[src/rtl/pin_share_pkg.sv]
// Constants and types shared by the memory pin sharing and LED logic
package pin_share_pkg;

  // ----------------------------------------------------------------
  // Clock and timing
  // ----------------------------------------------------------------
  localparam int CLK_PERIOD_NS       = 20;
  // 312.5 kHz output clock: 3200 ns period, toggled every half period
  localparam int COAX_HALF_PERIOD_NS = 1600;
  localparam int COAX_HALF_CYCLES    = COAX_HALF_PERIOD_NS / CLK_PERIOD_NS;
  localparam int COAX_CNT_W          = 7;
  localparam int LED_ON_MS           = 80;
  localparam int LED_OFF_MS          = 50;
  localparam int NS_PER_MS           = 1000000;
  localparam int LED_ON_CYCLES_DFLT  = LED_ON_MS * NS_PER_MS / CLK_PERIOD_NS;
  localparam int LED_OFF_CYCLES_DFLT = LED_OFF_MS * NS_PER_MS / CLK_PERIOD_NS;
  localparam int LED_CNT_W           = 22;

  // ----------------------------------------------------------------
  // Memory data line positions
  // ----------------------------------------------------------------
  localparam int MEM_DATA_W     = 8;
  localparam int EE_DIN_BIT     = 0;
  localparam int EE_DOUT_BIT    = 1;
  localparam int EE_CLK_BIT     = 2;
  localparam int LED_STRAP_BIT  = 2;
  localparam int COAX_STRAP_BIT = 5;
  localparam int WIDE_STRAP_BIT = 6;
  localparam int ROM_PAGE_W     = 8;

  // ----------------------------------------------------------------
  // Configuration register B fields
  // ----------------------------------------------------------------
  localparam int CFGB_W       = 2;
  localparam int CFGB_EN0_BIT = 0;
  localparam int CFGB_EN1_BIT = 1;

  // ----------------------------------------------------------------
  // Reset values
  // ----------------------------------------------------------------
  localparam logic                  STRAP_RST    = 1'h0;
  localparam logic [MEM_DATA_W-1:0] MEM_OE_N_RST = 8'hFF;
  localparam logic [MEM_DATA_W-1:0] MEM_OUT_RST  = 8'h00;
  localparam logic [ROM_PAGE_W-1:0] ROM_PAGE_RST = 8'h00;

  typedef enum logic [1:0] {
    LED_IDLE,
    LED_PULSE,
    LED_GAP
  } led_state_e;

endpackage

[src/rtl/memory_pin_sharing_and_led.sv]
// Boot memory pin sharing, strap capture, coax enable and link LED driver
`timescale 1ns/1ps

// Behaviour
// - During EEPROM load or write, the lowest three memory data lines serve the EEPROM.
// - Line 0 carries data from the EEPROM; line 1 carries data to it.
// - Line 2 carries the EEPROM serial clock in EEPROM mode.
// - In reset, LED mode, coax clock and bus width straps are read from data lines.
// - Coax clock strap high makes the coax enable pin a steady 312.5 kHz clock.
// - Bus width strap high selects the legacy 16-bit host data mode.
// - On boot ROM access the page address pins carry the ROM page value.
// - Otherwise coax enable is high only when config B bit 1 low, bit 0 high.
// - The open-drain LED pin is pulled low while the twisted-pair link passes, except in the gap after a traffic pulse.
// - Traffic pulses the LED low for 80 ms, then releases it 50 ms.
// - The EEPROM select output is high while the EEPROM is selected.
// - The boot ROM select goes low only while the host reads ROM data.
module memory_pin_sharing_and_led
  import pin_share_pkg::*;
#(
  parameter int LED_ON_CYCLES  = LED_ON_CYCLES_DFLT,
  parameter int LED_OFF_CYCLES = LED_OFF_CYCLES_DFLT
) (
  input  wire logic                  clk,
  input  wire logic                  srst,
  input  wire logic [MEM_DATA_W-1:0] bootMemDataIn,
  output logic      [MEM_DATA_W-1:0] bootMemDataOut,
  output logic      [MEM_DATA_W-1:0] bootMemDataOe_n,
  output logic      [MEM_DATA_W-1:0] romData,
  input  wire logic                  eepromActive,
  input  wire logic                  eepromSelReq,
  input  wire logic                  eepromSerialOut,
  input  wire logic                  eepromSerialClock,
  output logic                       eepromSerialIn,
  output logic                       eepromSelect,
  input  wire logic                  romAccess,
  input  wire logic [ROM_PAGE_W-1:0] romPage,
  output logic      [ROM_PAGE_W-1:0] romPageAddr,
  output logic                       romSelect_n,
  output logic                       ledModeStrap,
  output logic                       coaxClockStrap,
  output logic                       wideBusMode,
  input  wire logic [CFGB_W-1:0]     configRegB,
  output logic                       coaxEnableOut,
  input  wire logic                  linkPass,
  input  wire logic                  trafficEvent,
  output logic                       linkTrafficLedOut,
  output logic                       linkTrafficLedOe_n
);

  localparam logic [COAX_CNT_W-1:0] COAX_LAST = COAX_CNT_W'(COAX_HALF_CYCLES - 1);
  localparam logic [LED_CNT_W-1:0]  LED_ON_LAST  = LED_CNT_W'(LED_ON_CYCLES - 1);
  localparam logic [LED_CNT_W-1:0]  LED_OFF_LAST = LED_CNT_W'(LED_OFF_CYCLES - 1);

  // Lines that the device drives while the EEPROM owns the bus
  function automatic logic [MEM_DATA_W-1:0] eeDriveMask(input logic active);
    logic [MEM_DATA_W-1:0] mask;
    mask = '0;
    mask[EE_DOUT_BIT] = active;
    mask[EE_CLK_BIT]  = active;
    return mask;
  endfunction

  function automatic logic coaxEnDecode(input logic [CFGB_W-1:0] cfg);
    return !cfg[CFGB_EN1_BIT] && cfg[CFGB_EN0_BIT];
  endfunction

  // ----------------------------------------------------------------
  // Pin synchroniser
  // ----------------------------------------------------------------
  // No reset here: straps must flow through while reset is held
  logic [MEM_DATA_W-1:0] memSync1_q;
  logic [MEM_DATA_W-1:0] memSync2_q;
  logic [MEM_DATA_W-1:0] memSync3_q;
  logic [MEM_DATA_W-1:0] memFilt_q;
  logic [MEM_DATA_W-1:0] memFilt_d;

  always_comb begin
    memFilt_d = (memSync3_q & ~(memSync2_q ^ memSync3_q))
              | (memFilt_q & (memSync2_q ^ memSync3_q));
  end

  always_ff @(posedge clk) begin
    memSync1_q <= bootMemDataIn;
    memSync2_q <= memSync1_q;
    memSync3_q <= memSync2_q;
    memFilt_q  <= memFilt_d;
  end

  // ----------------------------------------------------------------
  // Strap capture
  // ----------------------------------------------------------------
  // Sampled throughout reset, frozen at release so later ROM or EEPROM
  // traffic on the same lines cannot disturb the configuration
  always_ff @(posedge clk) begin
    if (srst) begin
      ledModeStrap   <= memFilt_q[LED_STRAP_BIT];
      coaxClockStrap <= memFilt_q[COAX_STRAP_BIT];
      wideBusMode    <= memFilt_q[WIDE_STRAP_BIT];
    end
  end

  // ----------------------------------------------------------------
  // EEPROM sharing
  // ----------------------------------------------------------------
  always_ff @(posedge clk) begin
    if (srst) begin
      bootMemDataOe_n <= MEM_OE_N_RST;
      bootMemDataOut  <= MEM_OUT_RST;
    end else begin
      bootMemDataOe_n <= ~eeDriveMask(eepromActive);
      bootMemDataOut  <= MEM_OUT_RST;
      bootMemDataOut[EE_DOUT_BIT] <= eepromActive && eepromSerialOut;
      bootMemDataOut[EE_CLK_BIT]  <= eepromActive && eepromSerialClock;
    end
  end

  always_ff @(posedge clk) begin
    if (srst) begin
      eepromSerialIn <= STRAP_RST;
      eepromSelect   <= 1'h0;
    end else begin
      if (eepromActive) begin
        eepromSerialIn <= memFilt_q[EE_DIN_BIT];
      end
      eepromSelect <= eepromActive && eepromSelReq;
    end
  end

  // ----------------------------------------------------------------
  // Boot ROM
  // ----------------------------------------------------------------
  always_ff @(posedge clk) begin
    if (srst) begin
      romPageAddr <= ROM_PAGE_RST;
      romSelect_n <= 1'h1;
      romData     <= MEM_OUT_RST;
    end else begin
      if (romAccess) begin
        romPageAddr <= romPage;
      end
      romSelect_n <= !(romAccess && !eepromActive);
      romData     <= memFilt_q;
    end
  end

  // ----------------------------------------------------------------
  // Coax enable / clock output
  // ----------------------------------------------------------------
  // Free-running divider: the first half period after reset is one cycle longer
  logic [COAX_CNT_W-1:0] coaxCnt_q;
  logic                  coaxTick_q;

  always_ff @(posedge clk) begin
    if (srst) begin
      coaxCnt_q  <= '0;
      coaxTick_q <= 1'h0;
    end else if (coaxCnt_q == COAX_LAST) begin
      coaxCnt_q  <= '0;
      coaxTick_q <= 1'h1;
    end else begin
      coaxCnt_q  <= coaxCnt_q + COAX_CNT_W'(1);
      coaxTick_q <= 1'h0;
    end
  end

  always_ff @(posedge clk) begin
    if (srst) begin
      coaxEnableOut <= 1'h0;
    end else if (coaxClockStrap) begin
      if (coaxTick_q) begin
        coaxEnableOut <= !coaxEnableOut;
      end
    end else begin
      coaxEnableOut <= coaxEnDecode(configRegB);
    end
  end

  // ----------------------------------------------------------------
  // Link and traffic LED
  // ----------------------------------------------------------------
  // Traffic blinks override the steady link-pass glow so activity stays
  // visible; new traffic during a blink is absorbed, not queued
  led_state_e           ledState_q;
  logic [LED_CNT_W-1:0] ledCnt_q;

  always_ff @(posedge clk) begin
    if (srst) begin
      ledState_q <= LED_IDLE;
      ledCnt_q   <= '0;
    end else begin
      case (ledState_q)
        LED_IDLE: begin
          ledCnt_q <= '0;
          if (trafficEvent) begin
            ledState_q <= LED_PULSE;
          end
        end
        LED_PULSE: begin
          if (ledCnt_q == LED_ON_LAST) begin
            ledState_q <= LED_GAP;
            ledCnt_q   <= '0;
          end else begin
            ledCnt_q <= ledCnt_q + LED_CNT_W'(1);
          end
        end
        LED_GAP: begin
          if (ledCnt_q == LED_OFF_LAST) begin
            ledState_q <= LED_IDLE;
            ledCnt_q   <= '0;
          end else begin
            ledCnt_q <= ledCnt_q + LED_CNT_W'(1);
          end
        end
        default: begin
          ledState_q <= LED_IDLE;
          ledCnt_q   <= '0;
        end
      endcase
    end
  end

  always_ff @(posedge clk) begin
    if (srst) begin
      linkTrafficLedOut  <= 1'h0;
      linkTrafficLedOe_n <= 1'h1;
    end else begin
      linkTrafficLedOut  <= 1'h0;
      linkTrafficLedOe_n <= !((ledState_q == LED_IDLE && linkPass)
                              || ledState_q == LED_PULSE);
    end
  end
endmodule

[config.mk]
export PLATFORM = sky130hd
export DESIGN_NAME = memory_pin_sharing_and_led
export DESIGN_NICKNAME = d
export VERILOG_FILES = /design/src/rtl/pin_share_pkg.sv /design/src/rtl/memory_pin_sharing_and_led.sv
export SDC_FILE = /design/constraint.sdc
export NUM_CORES = 1
export LEC_CHECK = 0
export BUFFER_PORTS_ARGS = -buffer_cell sky130_fd_sc_hd__buf_2
export CORE_ASPECT_RATIO = 0.9
export CORE_MARGIN = 8
export CORE_UTILIZATION = 45
export CTS_BUF_LIST = sky130_fd_sc_hd__clkbuf_8
export CTS_CLUSTER_SIZE = 40
export DETAILED_ROUTE_END_ITERATION = 10
export GPL_ROUTABILITY_DRIVEN = 1
export PLACE_DENSITY = 0.68
export REMOVE_ABC_BUFFERS = 1
export SYNTH_ARGS = -nofsm -noshare
export SYNTH_HDL_FRONTEND = slang
export SYNTH_SLANG_ARGS = --single-unit
[constraint.sdc]
create_clock -name clk -period 3 [get_ports clk]
set_input_delay 0.15 -clock clk [delete_from_list [all_inputs] [get_ports clk]]
set_output_delay 0.15 -clock clk [all_outputs]
set_load 0.01 [all_outputs]
==> results of run 1 <==
-- per-stage QoR --
stage,cells,worst slack [ns],hold WS (ns)
after floorplan,284,0.876,0.178
after global placement,432,0.731,0.253
after detailed placement,432,0.646,0.254
after CTS,459,0.628,0.0120
after global routing,459,0.473,0.0157
final,459,0.643,0.0305
-- layer usage --
| metal | track usage, % | up-vias | wire (um) |
|---|---|---|---|
| li1 | - | 1080 | - |
| met1 | 12.9 | 998 | 2410 |
| met2 | 16.7 | 68 | 2400 |
| met3 | 3.71 | 4 | 386 |
| met4 | 4.86 | 0 | 57 |
| met5 | 0 | - | 0 |
-- worst max-delay path, delay by kind of cell (launching register included) --
family / cells / cell delay, ns
AOI/OAI and AO/OA: 2 / 0.90
and+or+nand+nor: 3 / 0.48
DFF: 1 / 0.38
buffers and inverters: 1 / 0.27
adders and majority gates: 1 / 0.22
-- cell type report --
cell class | instances | area [sq um]
timing repair buffer | 66 | 388
sequential | 91 | 1930
fill | 613 | 3150
clock inverter | 7 | 103
inverter | 8 | 30.0
clock buffer | 9 | 124
multi-input combinational | 185 | 1190
tap | 93 | 116
-- flip-flops by register name, indices dropped and copies added (netlist names), 2 cells and up, named ones only --
signal	count
coaxCnt_q	7
ledState_q	2
memSync1_q	8
bootMemDataOut	2
romPageAddr	8
ledCnt_q	22
memSync3_q	8
romData	8
memSync2_q	8
-- synth_stat cells (all sizes together), types with 2 or more instances --
master,count,area share (%)
dfxtp,80,49
nor2,43,5.0
xnor2,24,6.5
buf,16,3.7
nor2b,14,2.7
edfxtp,11,10
mux2i,11,3.4
nand2,10,1.2
nand3,10,1.5
xor2,9,2.4
inv,8,0.92
ha,6,2.3
nand4,6,1.2
nand2b,5,0.96
nor3,5,0.77
and4,4,1.2
clkbuf,4,0.46
nor4,4,0.96
a21oi,3,0.46
and2,3,0.58
o21ai,3,0.58
conb,2,0.23
nor3b,2,0.46
-- final timing paths --
kind / startpoint / to / slack (ns) / cells after the start
hold / removal: eepromActive / romSelect_n$_SDFF_PP1_ / 0.03 / 3
setup / recovery: ledCnt_q[0]$_SDFF_PP0_ / ledCnt_q[8]$_SDFF_PP0_ / 0.64 / 7
setup reg to reg: ledCnt_q[0]$_SDFF_PP0_ / ledCnt_q[8]$_SDFF_PP0_ / 0.64 / 7
hold reg to reg: memSync1_q[3]$_DFF_P_ / memSync2_q[3]$_DFF_P_ / 0.33 / 0
-- repair_timing --
item	CTS	global route
hold buffers	11	0
hold endpoints to repair	11	0
endpoints found under the setup margin	0	0
-- cells by family after synthesis --
logic type | share of synthesized area, %
AND/OR/NAND/NOR | 17.9
flip-flops | 59.5
buffers and inverters | 5.08
XOR/XNOR | 8.89
multiplexers | 3.39
other | 0.231
AO/OA/AOI/OAI | 2.73
adder cells (fa/ha/maj) | 2.31
-- power breakdown --
part / total (W) / leakage [nW] / switching [W] / internal [W]
clock: 0.000910 / 0.117 / 0.000428 / 0.000482
combinational: 0.000253 / 0.661 / 0.000127 / 0.000125
sequential: 0.00133 / 0.768 / 0.0000288 / 0.00130
==> results.md, run 1 <==
- Status: finished clean
- Worst-path fanout max: 12
- Min Tclk post-route: 2.36 ns
- Most frequent cells in the layout: 80 x dfxtp_1, 54 x buf_2, 43 x nor2_1, 24 x xnor2_1, 14 x nor2b_1
- CTS resizes: 0
- Seq/Total Area, Yosys: 59.5%
- Max Cap Viol: 0
- RSZ-0062 raised after global routing: no
- Number of clock sinks: 91
- Clock Path Buffers: 2
- Relative slew slack: 61.3%
- Chip Height: 96.6 um
- Final ANT Viol Nets: 0
- Most common cell after layout, fill and taps aside: dfxtp_1
- First-pass DRT Iterations: 4
- Total design power: 0.00249 W
- H-tree levels: 3
- Die Wd: 106 um
- Layout cell share with drive strength beyond 1: 21.0%
- GRT Util Overall: 10.7%
- Root Buffer: clkbuf_8
- CP cell instances: ha_1 > and4_4 > nand4_1 > o41a_1 > o21ai_2 > buf_4 > nor2_1
- GPL Wtd Cong: 0.805
- Via density: 4.68
- Vias after detailed routing: 2150
- I/O pin count: 68
- Asr flop ratio synth: 0%
- CP Launch Type: register
- Core area: 7040 sq um
- Worst path slowest cell: o41a_1
- Lkg Pwr: 1.54 nW
- Max incr delay on CP: 0.48 ns
- Yosys warnings: 0
- Class of the worst hold path: in -> reg
- Avg Inst Size Synth: 11.1 sq um
- Post-synth EDFFs: 11
- Maximum VDD drop: 0.387 mV
- DP HPWL: 3.81 mm
- Setup Crit Path Kind: reg -> reg
- CP required: 3.23 ns
- First-pass GRT wire length: 9.20 mm
- Post-layout util: 55.2%
- Final setup violation count: 0
- Post-CTS Setup Bufs: 0
- Crit end category: register
- Endpoints failing hold: 0
- Reg clk slew, reported paths: 0.09 ns
- WL/cell: 11.5 um
- Clock Latency Late Sink: 0.34 ns
- Flops & latches, synth: 91
- Initial DRC count: 86
- Worst Tran Pin Value: 0.581 ns
- Final period util: 78.6%
- Post-synth cell types: 36
- # nets final: 394
- Synthesized area: 3250 sq um
- Global route overflow: 0
- Vias in the first global route: 2041
- Area of placed instances: 3550 sq um
- Antenna violations before repair: 0
- Cell area after layout: 3890 sq um
- Initial Util: 46.2%
- DIE AREA: 10200 sq um
- Area delta synth->final: 19.6%
- Worst Clk Skew: 0.00536 ns
- Worst Path Arrival: 2.59 ns
- Pins Over Slew Limit: 0
- Rows: 29
- DRC errors left: 0
- TritonCTS clock tree: yes
- Pin count of the biggest net entering global routing: 35
- Achievable Freq: 424 MHz
- Setup_tns: 0 ns
- CTS Buf Count: 9
- PwrDens: 641 nW/um^2
- Synth Flop Type: dfxtp_1
- Port bufs: 54
- Wirelength, routed: 5.26 mm
- ANT cells: 0
- Cells after Synth: 293
Power figures use the tool's default switching activity.
==> run 2, diff against run 1 <==
--- a/config.mk
+++ b/config.mk
@@ -5,6 +5,7 @@
 export SDC_FILE = /design/constraint.sdc
 export NUM_CORES = 1
 export LEC_CHECK = 0
+export ABC_AREA = 1
 export BUFFER_PORTS_ARGS = -buffer_cell sky130_fd_sc_hd__buf_2
 export CORE_ASPECT_RATIO = 0.9
 export CORE_MARGIN = 8
@@ -13,7 +14,7 @@
 export CTS_CLUSTER_SIZE = 40
 export DETAILED_ROUTE_END_ITERATION = 10
 export GPL_ROUTABILITY_DRIVEN = 1
-export PLACE_DENSITY = 0.68
+export PLACE_DENSITY = 0.67
 export REMOVE_ABC_BUFFERS = 1
 export SYNTH_ARGS = -nofsm -noshare
 export SYNTH_HDL_FRONTEND = slang
==> constraint.sdc (replaced) <==
create_clock -name clk -period 2.2 [get_ports clk]
set_input_delay 0.11 -clock clk [delete_from_list [all_inputs] [get_ports clk]]
set_output_delay 0.11 -clock clk [all_outputs]
set_load 0.01 [all_outputs]
==> run 2 against run 1 <==
  * Via count increased by 18%
  * Register-to-register slack lost 0.17 ns
  * Synthesized cell count rose by 31%
  * Largest power group unchanged
  * Setup slack worse by 0.17 ns
==> results.md, run 2 <==
- Status: finished clean
- Vias in the first global route: 2559 (+25%)
- Biggest register: ledCnt_q
- CP Launch Type: register
- Final ANT Viol Nets: 0 (unchanged)
- Post-synth cell types: 30 (-17%)
- Crit end category: register
- Most common cell after layout, fill and taps aside: dfxtp_1
- Worst Clk Skew: 0.0106 ns (+0.00527 ns)
- Setup Crit Path Kind: reg -> reg
- Pins Over Slew Limit: 0 (unchanged)
- Inst Count DP: 525 (+22%)
- Worst-path fanout max: 21 (+9)
- Port bufs: 54 (unchanged)
- First-pass DRT Iterations: 5 (+1)
- First-pass GRT wire length: 11.2 mm (+21%)
- Layout fillers: 692 (+13%)
- Vias after detailed routing: 2544 (+18%)
- Post-CTS Setup Bufs: 0 (unchanged)
- Flops & latches, synth: 91 (unchanged)
- CP required: 2.43 ns (-0.80 ns)
- Setup_tns: 0 ns (unchanged)
- Rows: 30 (+3.4%)
- Met3 Track Usage GR: 4.96% (+1.2 points)
- Worst path slowest cell: dfxtp_1
- Post-synth top area share: 46.8% (-2.5 points)
- Worst Path Arrival: 1.96 ns (-0.63 ns)
- Endpoints failing hold: 0 (unchanged)
- Reg clk slew, reported paths: 0.09 ns (about the same)
- Initial Util: 45.8% (-0.33 points)
- GR peak layer: met2
- # nets final: 497 (+26%)
- ANT cells: 0 (unchanged)
- Synthesized area: 3420 sq um (+5.4%)
- Cells after Synth: 383 (+31%)
- Final period util: 78.6% (+0.086 points)
- Final setup violation count: 0 (unchanged)
- CTS resizes: 0 (unchanged)
- Clock Path Buffers: 2 (unchanged)
- Yosys warnings: 0 (unchanged)
- DP HPWL: 4.57 mm (+20%)
- RSZ-0062 raised after global routing: no
- Post-synth EDFFs: 11 (unchanged)
- H-tree levels: 3 (unchanged)
- GR Layer Usage met2: 22.5% (+5.8 points)
- Crit path max-delay family: simple AND/OR/NAND/NOR gates
- GPL Wtd Cong: 0.817 (+1.6%)
- Pin count of the biggest net entering global routing: 22 (-37%)
- Class of the worst hold path: in -> reg
- I/O pin count: 68 (unchanged)
- Clock Latency Late Sink: 0.36 ns (+0.02 ns)
- Commonest cells post-synth: 80 x dfxtp_1, 79 x nor2_1, 53 x nand2_1
- PwrDens: 803 nW/um^2 (+25%)
- WL/cell: 11.5 um (+0.23%)
- Die Wd: 108 um (+2.2%)
- TritonCTS clock tree: yes
- Synth area leader: dfxtp_1
- Number of clock sinks: 91 (unchanged)
- Core area: 7470 sq um (+6.1%)
- Layout cell share with drive strength beyond 1: 19.6% (-1.4 points)
- CP cell instances: ha_1 > nand2_1 > inv_2 > nand2_1 > nor2_1 > nand3_1 > nand2_1 > nand2_1 > nand2_2 > nor2_1
- Achievable Freq: 578 MHz (+36%)
- Global route overflow: 0 (unchanged)
- Via density: 4.50 (-3.9%)
- DIE AREA: 10700 sq um (+4.5%)
- Layout Cells excl Fill: 565 (+23%)
- Wirelength, routed: 6.49 mm (+23%)
- Avg Inst Size Synth: 8.94 sq um (-19%)
- Root Buffer: clkbuf_8
- Antenna violations before repair: 0 (unchanged)
- Min Tclk post-route: 1.73 ns (-0.627 ns)
- Asr flop ratio synth: 0% (unchanged)
- Top-count cell post-synth: dfxtp_1
- Lkg Pwr: 1.80 nW (+17%)
- CTS Buf Count: 9 (unchanged)
- GRT Util Overall: 13.0% (+2.3 points)
- Chip Height: 98.7 um (+2.2%)
- DRC errors left: 0 (unchanged)
- Most frequent CP cell: nand2_1
- Maximum VDD drop: 0.522 mV (+35%)
- Synth Flop Type: dfxtp_1
- Critical path buffers and inverters: 1 (unchanged)
- Max Cap Viol: 0 (unchanged)
- Initial DRC count: 94 (+9.3%)
- Largest register FFs: 22 (unchanged)
- Met1 usage: 14.0% (+1.1 points)
- Most frequent cells in the layout: 80 x dfxtp_1, 79 x nor2_1, 54 x buf_2, 53 x nand2_1, 47 x inv_1
- Seq/Total Area, Yosys: 56.4% (-3.0 points)
- Max incr delay on CP: 0.38 ns (-0.10 ns)
- Area delta synth->final: 21.2%
- Main area contributors after synthesis: dfxtp_1 47%, edfxtp_1 9.6%, nor2_1 8.7%
- Post-CTS Hold Buffers: 24 (+13)
## run 2: worst reg2reg max path, cell delays in order, from the launching register on
cell,delay [ns]
dfxtp_1,0.38
ha_1,0.18
nand2_1,0.09
inv_2,0.07
nand2_1,0.06
nor2_1,0.10
nand3_1,0.08
nand2_1,0.09
nand2_1,0.09
nand2_2,0.37
nor2_1,0.09
## run 2: area by class of cell
class,instances,area (sq um),share of cell area [%]
clock buffers,9,124,2.98
inverters,48,180,4.34
well taps,96,120,2.89
flip-flops and latches,91,1930,46.5
repair buffers,78,510,12.3
clock inverters,7,70.1,1.69
multi-input cells,236,1210,29.2
## run 2: final timing paths
check | start | end | slack [ns] | depth (start not counted)
min | linkPass | linkTrafficLedOe_n$_SDFF_PP1_ | 0.03 | 4
min reg2reg | memSync1_q[5]$_DFF_P_ | memSync2_q[5]$_DFF_P_ | 0.34 | 0
max | ledCnt_q[0]$_SDFF_PP0_ | ledCnt_q[19]$_SDFF_PP0_ | 0.47 | 10
max reg2reg | ledCnt_q[0]$_SDFF_PP0_ | ledCnt_q[19]$_SDFF_PP0_ | 0.47 | 10
## run 2: metal layers
layer	vias to the layer above	share of wire, %
li1	1321	-
met1	1173	45
met2	44	50
met3	6	4.9
met4	0	0.99
met5	-	0
## run 2: power breakdown
| part | switching [W] | leakage, nW | internal, W |
|---|---|---|---|
| Sequential | 0.0000429 | 0.768 | 0.00178 |
| Clock | 0.000629 | 0.101 | 0.000443 |
| Combinational | 0.000261 | 0.933 | 0.000176 |
## run 2: kinds of logic (layout without fill, tap and decap cells)
group	Yosys count	count (layout)	synth area share (%)
and+or+nand+nor	179	179	23.7
DFF	91	91	56.4
buffers and inverters	67	142	9.32
AOI/OAI and AO/OA	20	20	3.51
xor gates and xnor gates	18	18	4.61
adders and majority gates	6	6	2.19
other	2	13	0.219
## run 2: stage by stage
step	power [W]	util [%]	cell area (sq um)	hold slack [ns]	setup slack, ns
3_3_place_gp	0.00225	49.7	3720	0.213	0.495
3_5_place_dp	0.00227	49.7	3720	0.214	0.457
5_1_grt	0.00353	55.6	4150	0.0484	0.203
6_report	0.00333	55.6	4150	0.0317	0.470
4_1_cts	0.00338	55.6	4150	0.0207	0.442
2_1_floorplan	0.00213	-	3330	0.138	0.697
==> run 3, diff against run 2 <==
--- a/config.mk
+++ b/config.mk
@@ -5,7 +5,7 @@
 export SDC_FILE = /design/constraint.sdc
 export NUM_CORES = 1
 export LEC_CHECK = 0
-export ABC_AREA = 1
+export ABC_AREA = 0
 export BUFFER_PORTS_ARGS = -buffer_cell sky130_fd_sc_hd__buf_2
 export CORE_ASPECT_RATIO = 0.9
 export CORE_MARGIN = 8
@@ -14,7 +14,7 @@
 export CTS_CLUSTER_SIZE = 40
 export DETAILED_ROUTE_END_ITERATION = 10
 export GPL_ROUTABILITY_DRIVEN = 1
-export PLACE_DENSITY = 0.67
+export PLACE_DENSITY = 0.7
 export REMOVE_ABC_BUFFERS = 1
 export SYNTH_ARGS = -nofsm -noshare
 export SYNTH_HDL_FRONTEND = slang
==> constraint.sdc (replaced) <==
create_clock -name clk -period 1.56 [get_ports clk]
set_input_delay 0.078 -clock clk [delete_from_list [all_inputs] [get_ports clk]]
set_output_delay 0.078 -clock clk [all_outputs]
set_load 0.01 [all_outputs]
==> run 3 against run 2 <==
  * The run now ends with setup timing left
  * Clock skew fell by 0.0037 ns
  * Final cell count fell by 12%
  * Register-to-register slack got worse by 0.76 ns
  * Power rose by 39%
  * Via count fell by 9.4%
  * Highest routed layer unchanged
  * Count of clock-buffer cells in the layout did not move
  * Flip-flop and latch count did not move
  * Non-clock buffer count rose by 29
==> results.md, run 3 (synthesis gave the netlist of run 1 again) <==
- Status: finished with violations
- Failing checks: setup timing
- Via density: 4.61 (+2.3%)
- GRT Util Overall: 12.5% (-0.53 points)
- GPL Wtd Cong: 0.785 (-4.0%)
- DRC errors left: 0 (unchanged)
- # nets final: 435 (-12%)
- Initial DRC count: 53 (-44%)
- Global route overflow: 0 (unchanged)
- Cell area after layout: 4240 sq um (+2.1%)
- Lkg Pwr: 1.75 nW (-2.8%)
- WL/cell: 12.0 um (+4.9%)
- Antenna violations before repair: 0 (unchanged)
- CTS Buf Count: 9 (unchanged)
- Setup_tns: -6.28 ns (-6.28 ns)
- Number of clock sinks: 91 (unchanged)
- Maximum VDD drop: 0.821 mV (+57%)
- I/O pin count: 68 (unchanged)
- TritonCTS clock tree: yes
- Reg clk slew, reported paths: 0.09 ns (about the same)
- Endpoints failing hold: 0 (unchanged)
- Worst-path fanout max: 2 (-90%)
- Area delta synth->final: 30.5%
- Pin count of the biggest net entering global routing: 23 (+4.5%)
- Area of the multi-input gates: 1230 sq um (+1.5%)
- Switching power: 0.00121 W (+29%)
- Layout fillers: 603 (-13%)
- Worst Hold End: coaxEnableOut$_SDFFE_PP0P_
- Inst Count DP: 462 (-12%)
- Layout cell share with drive strength beyond 1: 28.7% (+9.1 points)
- R2R setup slack: -0.29 ns (-0.76 ns)
- CP required: 1.85 ns (-0.58 ns)
- Core area: 7040 sq um (-5.8%)
- Post-layout util: 60.2% (+4.7 points)
- Min-delay src: configRegB[1]
- Most common cell after layout, fill and taps aside: dfxtp_1
- Crit end category: register
- Int Power: 0.00342 W (+42%)
- ANT cells: 0 (unchanged)
- RR Startpoint: ledCnt_q[13]$_SDFF_PP0_
- Clock share of power: 32.6% (+0.4 points)
- Worst Clk Skew: 0.00695 ns (-0.00368 ns)
- CP Launch Type: register
- First-pass GRT wire length: 10.6 mm (-5.3%)
- H-tree levels: 3 (unchanged)
- Final period util: 118% (+40 points)
- Sequential share of power: 55.4% (+0.7 points)
- Class of the worst hold path: in -> reg
- Area of placed instances: 3790 sq um (+1.9%)
- Rows: 29 (-3.3%)
- Cell depth of the worst hold path: 4 (unchanged)
- Layout Cells excl Fill: 500 (-12%)
- Achievable Freq: 541 MHz (-6.3%)
- Final ANT Viol Nets: 0 (unchanged)
- Final setup violation count: 24 (+24)
- Root Buffer: clkbuf_8
- Biggest register: ledCnt_q
- First-pass DRT Iterations: 4 (-1)
- Chip Height: 96.6 um (-2.2%)
- Worst Path Arrival: 2.14 ns (+0.18 ns)
- Min Tclk post-route: 1.85 ns (+0.117 ns)
- Vias after detailed routing: 2304 (-9.4%)
- Die Wd: 106 um (-2.2%)
- Pins Over Slew Limit: 0 (unchanged)
- RSZ-0062 raised after global routing: yes
- Clock Latency Late Sink: 0.35 ns (about the same)
- PwrDens: 1090 nW/um^2 (+36%)
- Comb power frac: 12.0% (-1.1 points)
- Largest register FFs: 22 (unchanged)
- Most frequent cells in the layout: 75 x dfxtp_1, 54 x buf_2, 43 x nor2_1, 31 x buf_4, 24 x xnor2_1
- Setup WS post-layout: -0.287 ns (-0.757 ns)
- Net Sw Frac: 26.1% (-1.9 points)
- DP HPWL: 4.22 mm (-7.6%)
- Initial Util: 46.2% (+0.33 points)
- Vias in the first global route: 2360 (-7.8%)
- DIE AREA: 10200 sq um (-4.3%)
- Wirelength, routed: 6.02 mm (-7.2%)
- Clock Path Buffers: 2 (unchanged)
- Setup Crit Path Kind: reg -> reg
- FF+latch area: 1940 sq um (+0.32%)
- FF-to-FF path depth: 5 (-5)
- Dpl ws: -0.369 ns (-0.826 ns)
- Port bufs: 54 (unchanged)
- Max Cap Viol: 0 (unchanged)
- R2R Path End: ledState_q[0]$_SDFFE_PP0P_
run 3: changes by cell type in the layout (fill, tap and decap cells not counted), moves of 8 or more:
cell and delta:
buf_4 +31, inv_1 -39, mux2i_1 +11, nand2_1 -43, nor2_1 -36, nor2b_1 +14
nor3_2 -8, o21ai_0 -9, xnor2_1 +11
run 3: layer usage:
layer,vias up,part of all wire (%),wire length [um],GRT usage (%)
met5,-,0,0,0
met4,0,1.7,104,4.86
met3,9,6.4,383,5.04
li1,1163,-,-,-
met1,1070,42,2510,13.2
met2,62,50,3020,21.7
run 3: power by group through the flow:
stage	sequential, W	clock [W]	combinational (W)
detailed placement	0.00261	0	0.000513
global route	0.00258	0.00167	0.000615
finish	0.00256	0.00151	0.000554
CTS	0.00256	0.00159	0.000556
floorplan	0.00263	0	0.000297
global placement	0.00260	0	0.000502
run 3: worst max path at each step:
stage                             from                          to  depth (start not counted)
2_1_floorplan   ledCnt_q[0]$_SDFF_PP0_     ledCnt_q[10]$_SDFF_PP0_                          6
3_3_place_gp    ledCnt_q[1]$_SDFF_PP0_     ledCnt_q[10]$_SDFF_PP0_                          7
3_5_place_dp    ledCnt_q[1]$_SDFF_PP0_  ledState_q[0]$_SDFFE_PP0P_                          6
4_1_cts        ledCnt_q[15]$_SDFF_PP0_  ledState_q[0]$_SDFFE_PP0P_                          5
5_1_grt        ledCnt_q[13]$_SDFF_PP0_  ledState_q[1]$_SDFFE_PP0P_                          5
6_report       ledCnt_q[13]$_SDFF_PP0_  ledState_q[0]$_SDFFE_PP0P_                          5
run 3: through the flow:
step / hold WS [ns] / power (W)
floorplan: 0.106 / 0.00292
global placement: 0.181 / 0.00311
detailed placement: 0.182 / 0.00313
CTS: 0.00359 / 0.00470
global route: 0.0116 / 0.00486
finish: 0.0269 / 0.00462
run 3: final cells by class:
| type | instances | share of cell area, % |
|---|---|---|
| well taps | 93 | 2.74 |
| inverters | 8 | 0.708 |
| clock buffers | 9 | 2.92 |
| flip-flops and latches | 91 | 45.7 |
| multi-input cells | 185 | 29.1 |
| repair buffers | 107 | 17.3 |
| clock inverters | 7 | 1.53 |
run 3: repair_timing:
action,CTS,global route
buffers inserted,1,0
pin swaps,4,2
hold endpoints to repair,21,0
hold buffers,21,0
resized for setup,9,2
endpoints found under the setup margin,24,28
run 3: worst max-delay path: stages, from the launching register on:
cell and delay (ns):
dfxtp_1 0.32, nand4bb_1 0.18, or4_4 0.50, o21a_1 0.23, a2111oi_4 0.35, mux2i_1 0.22
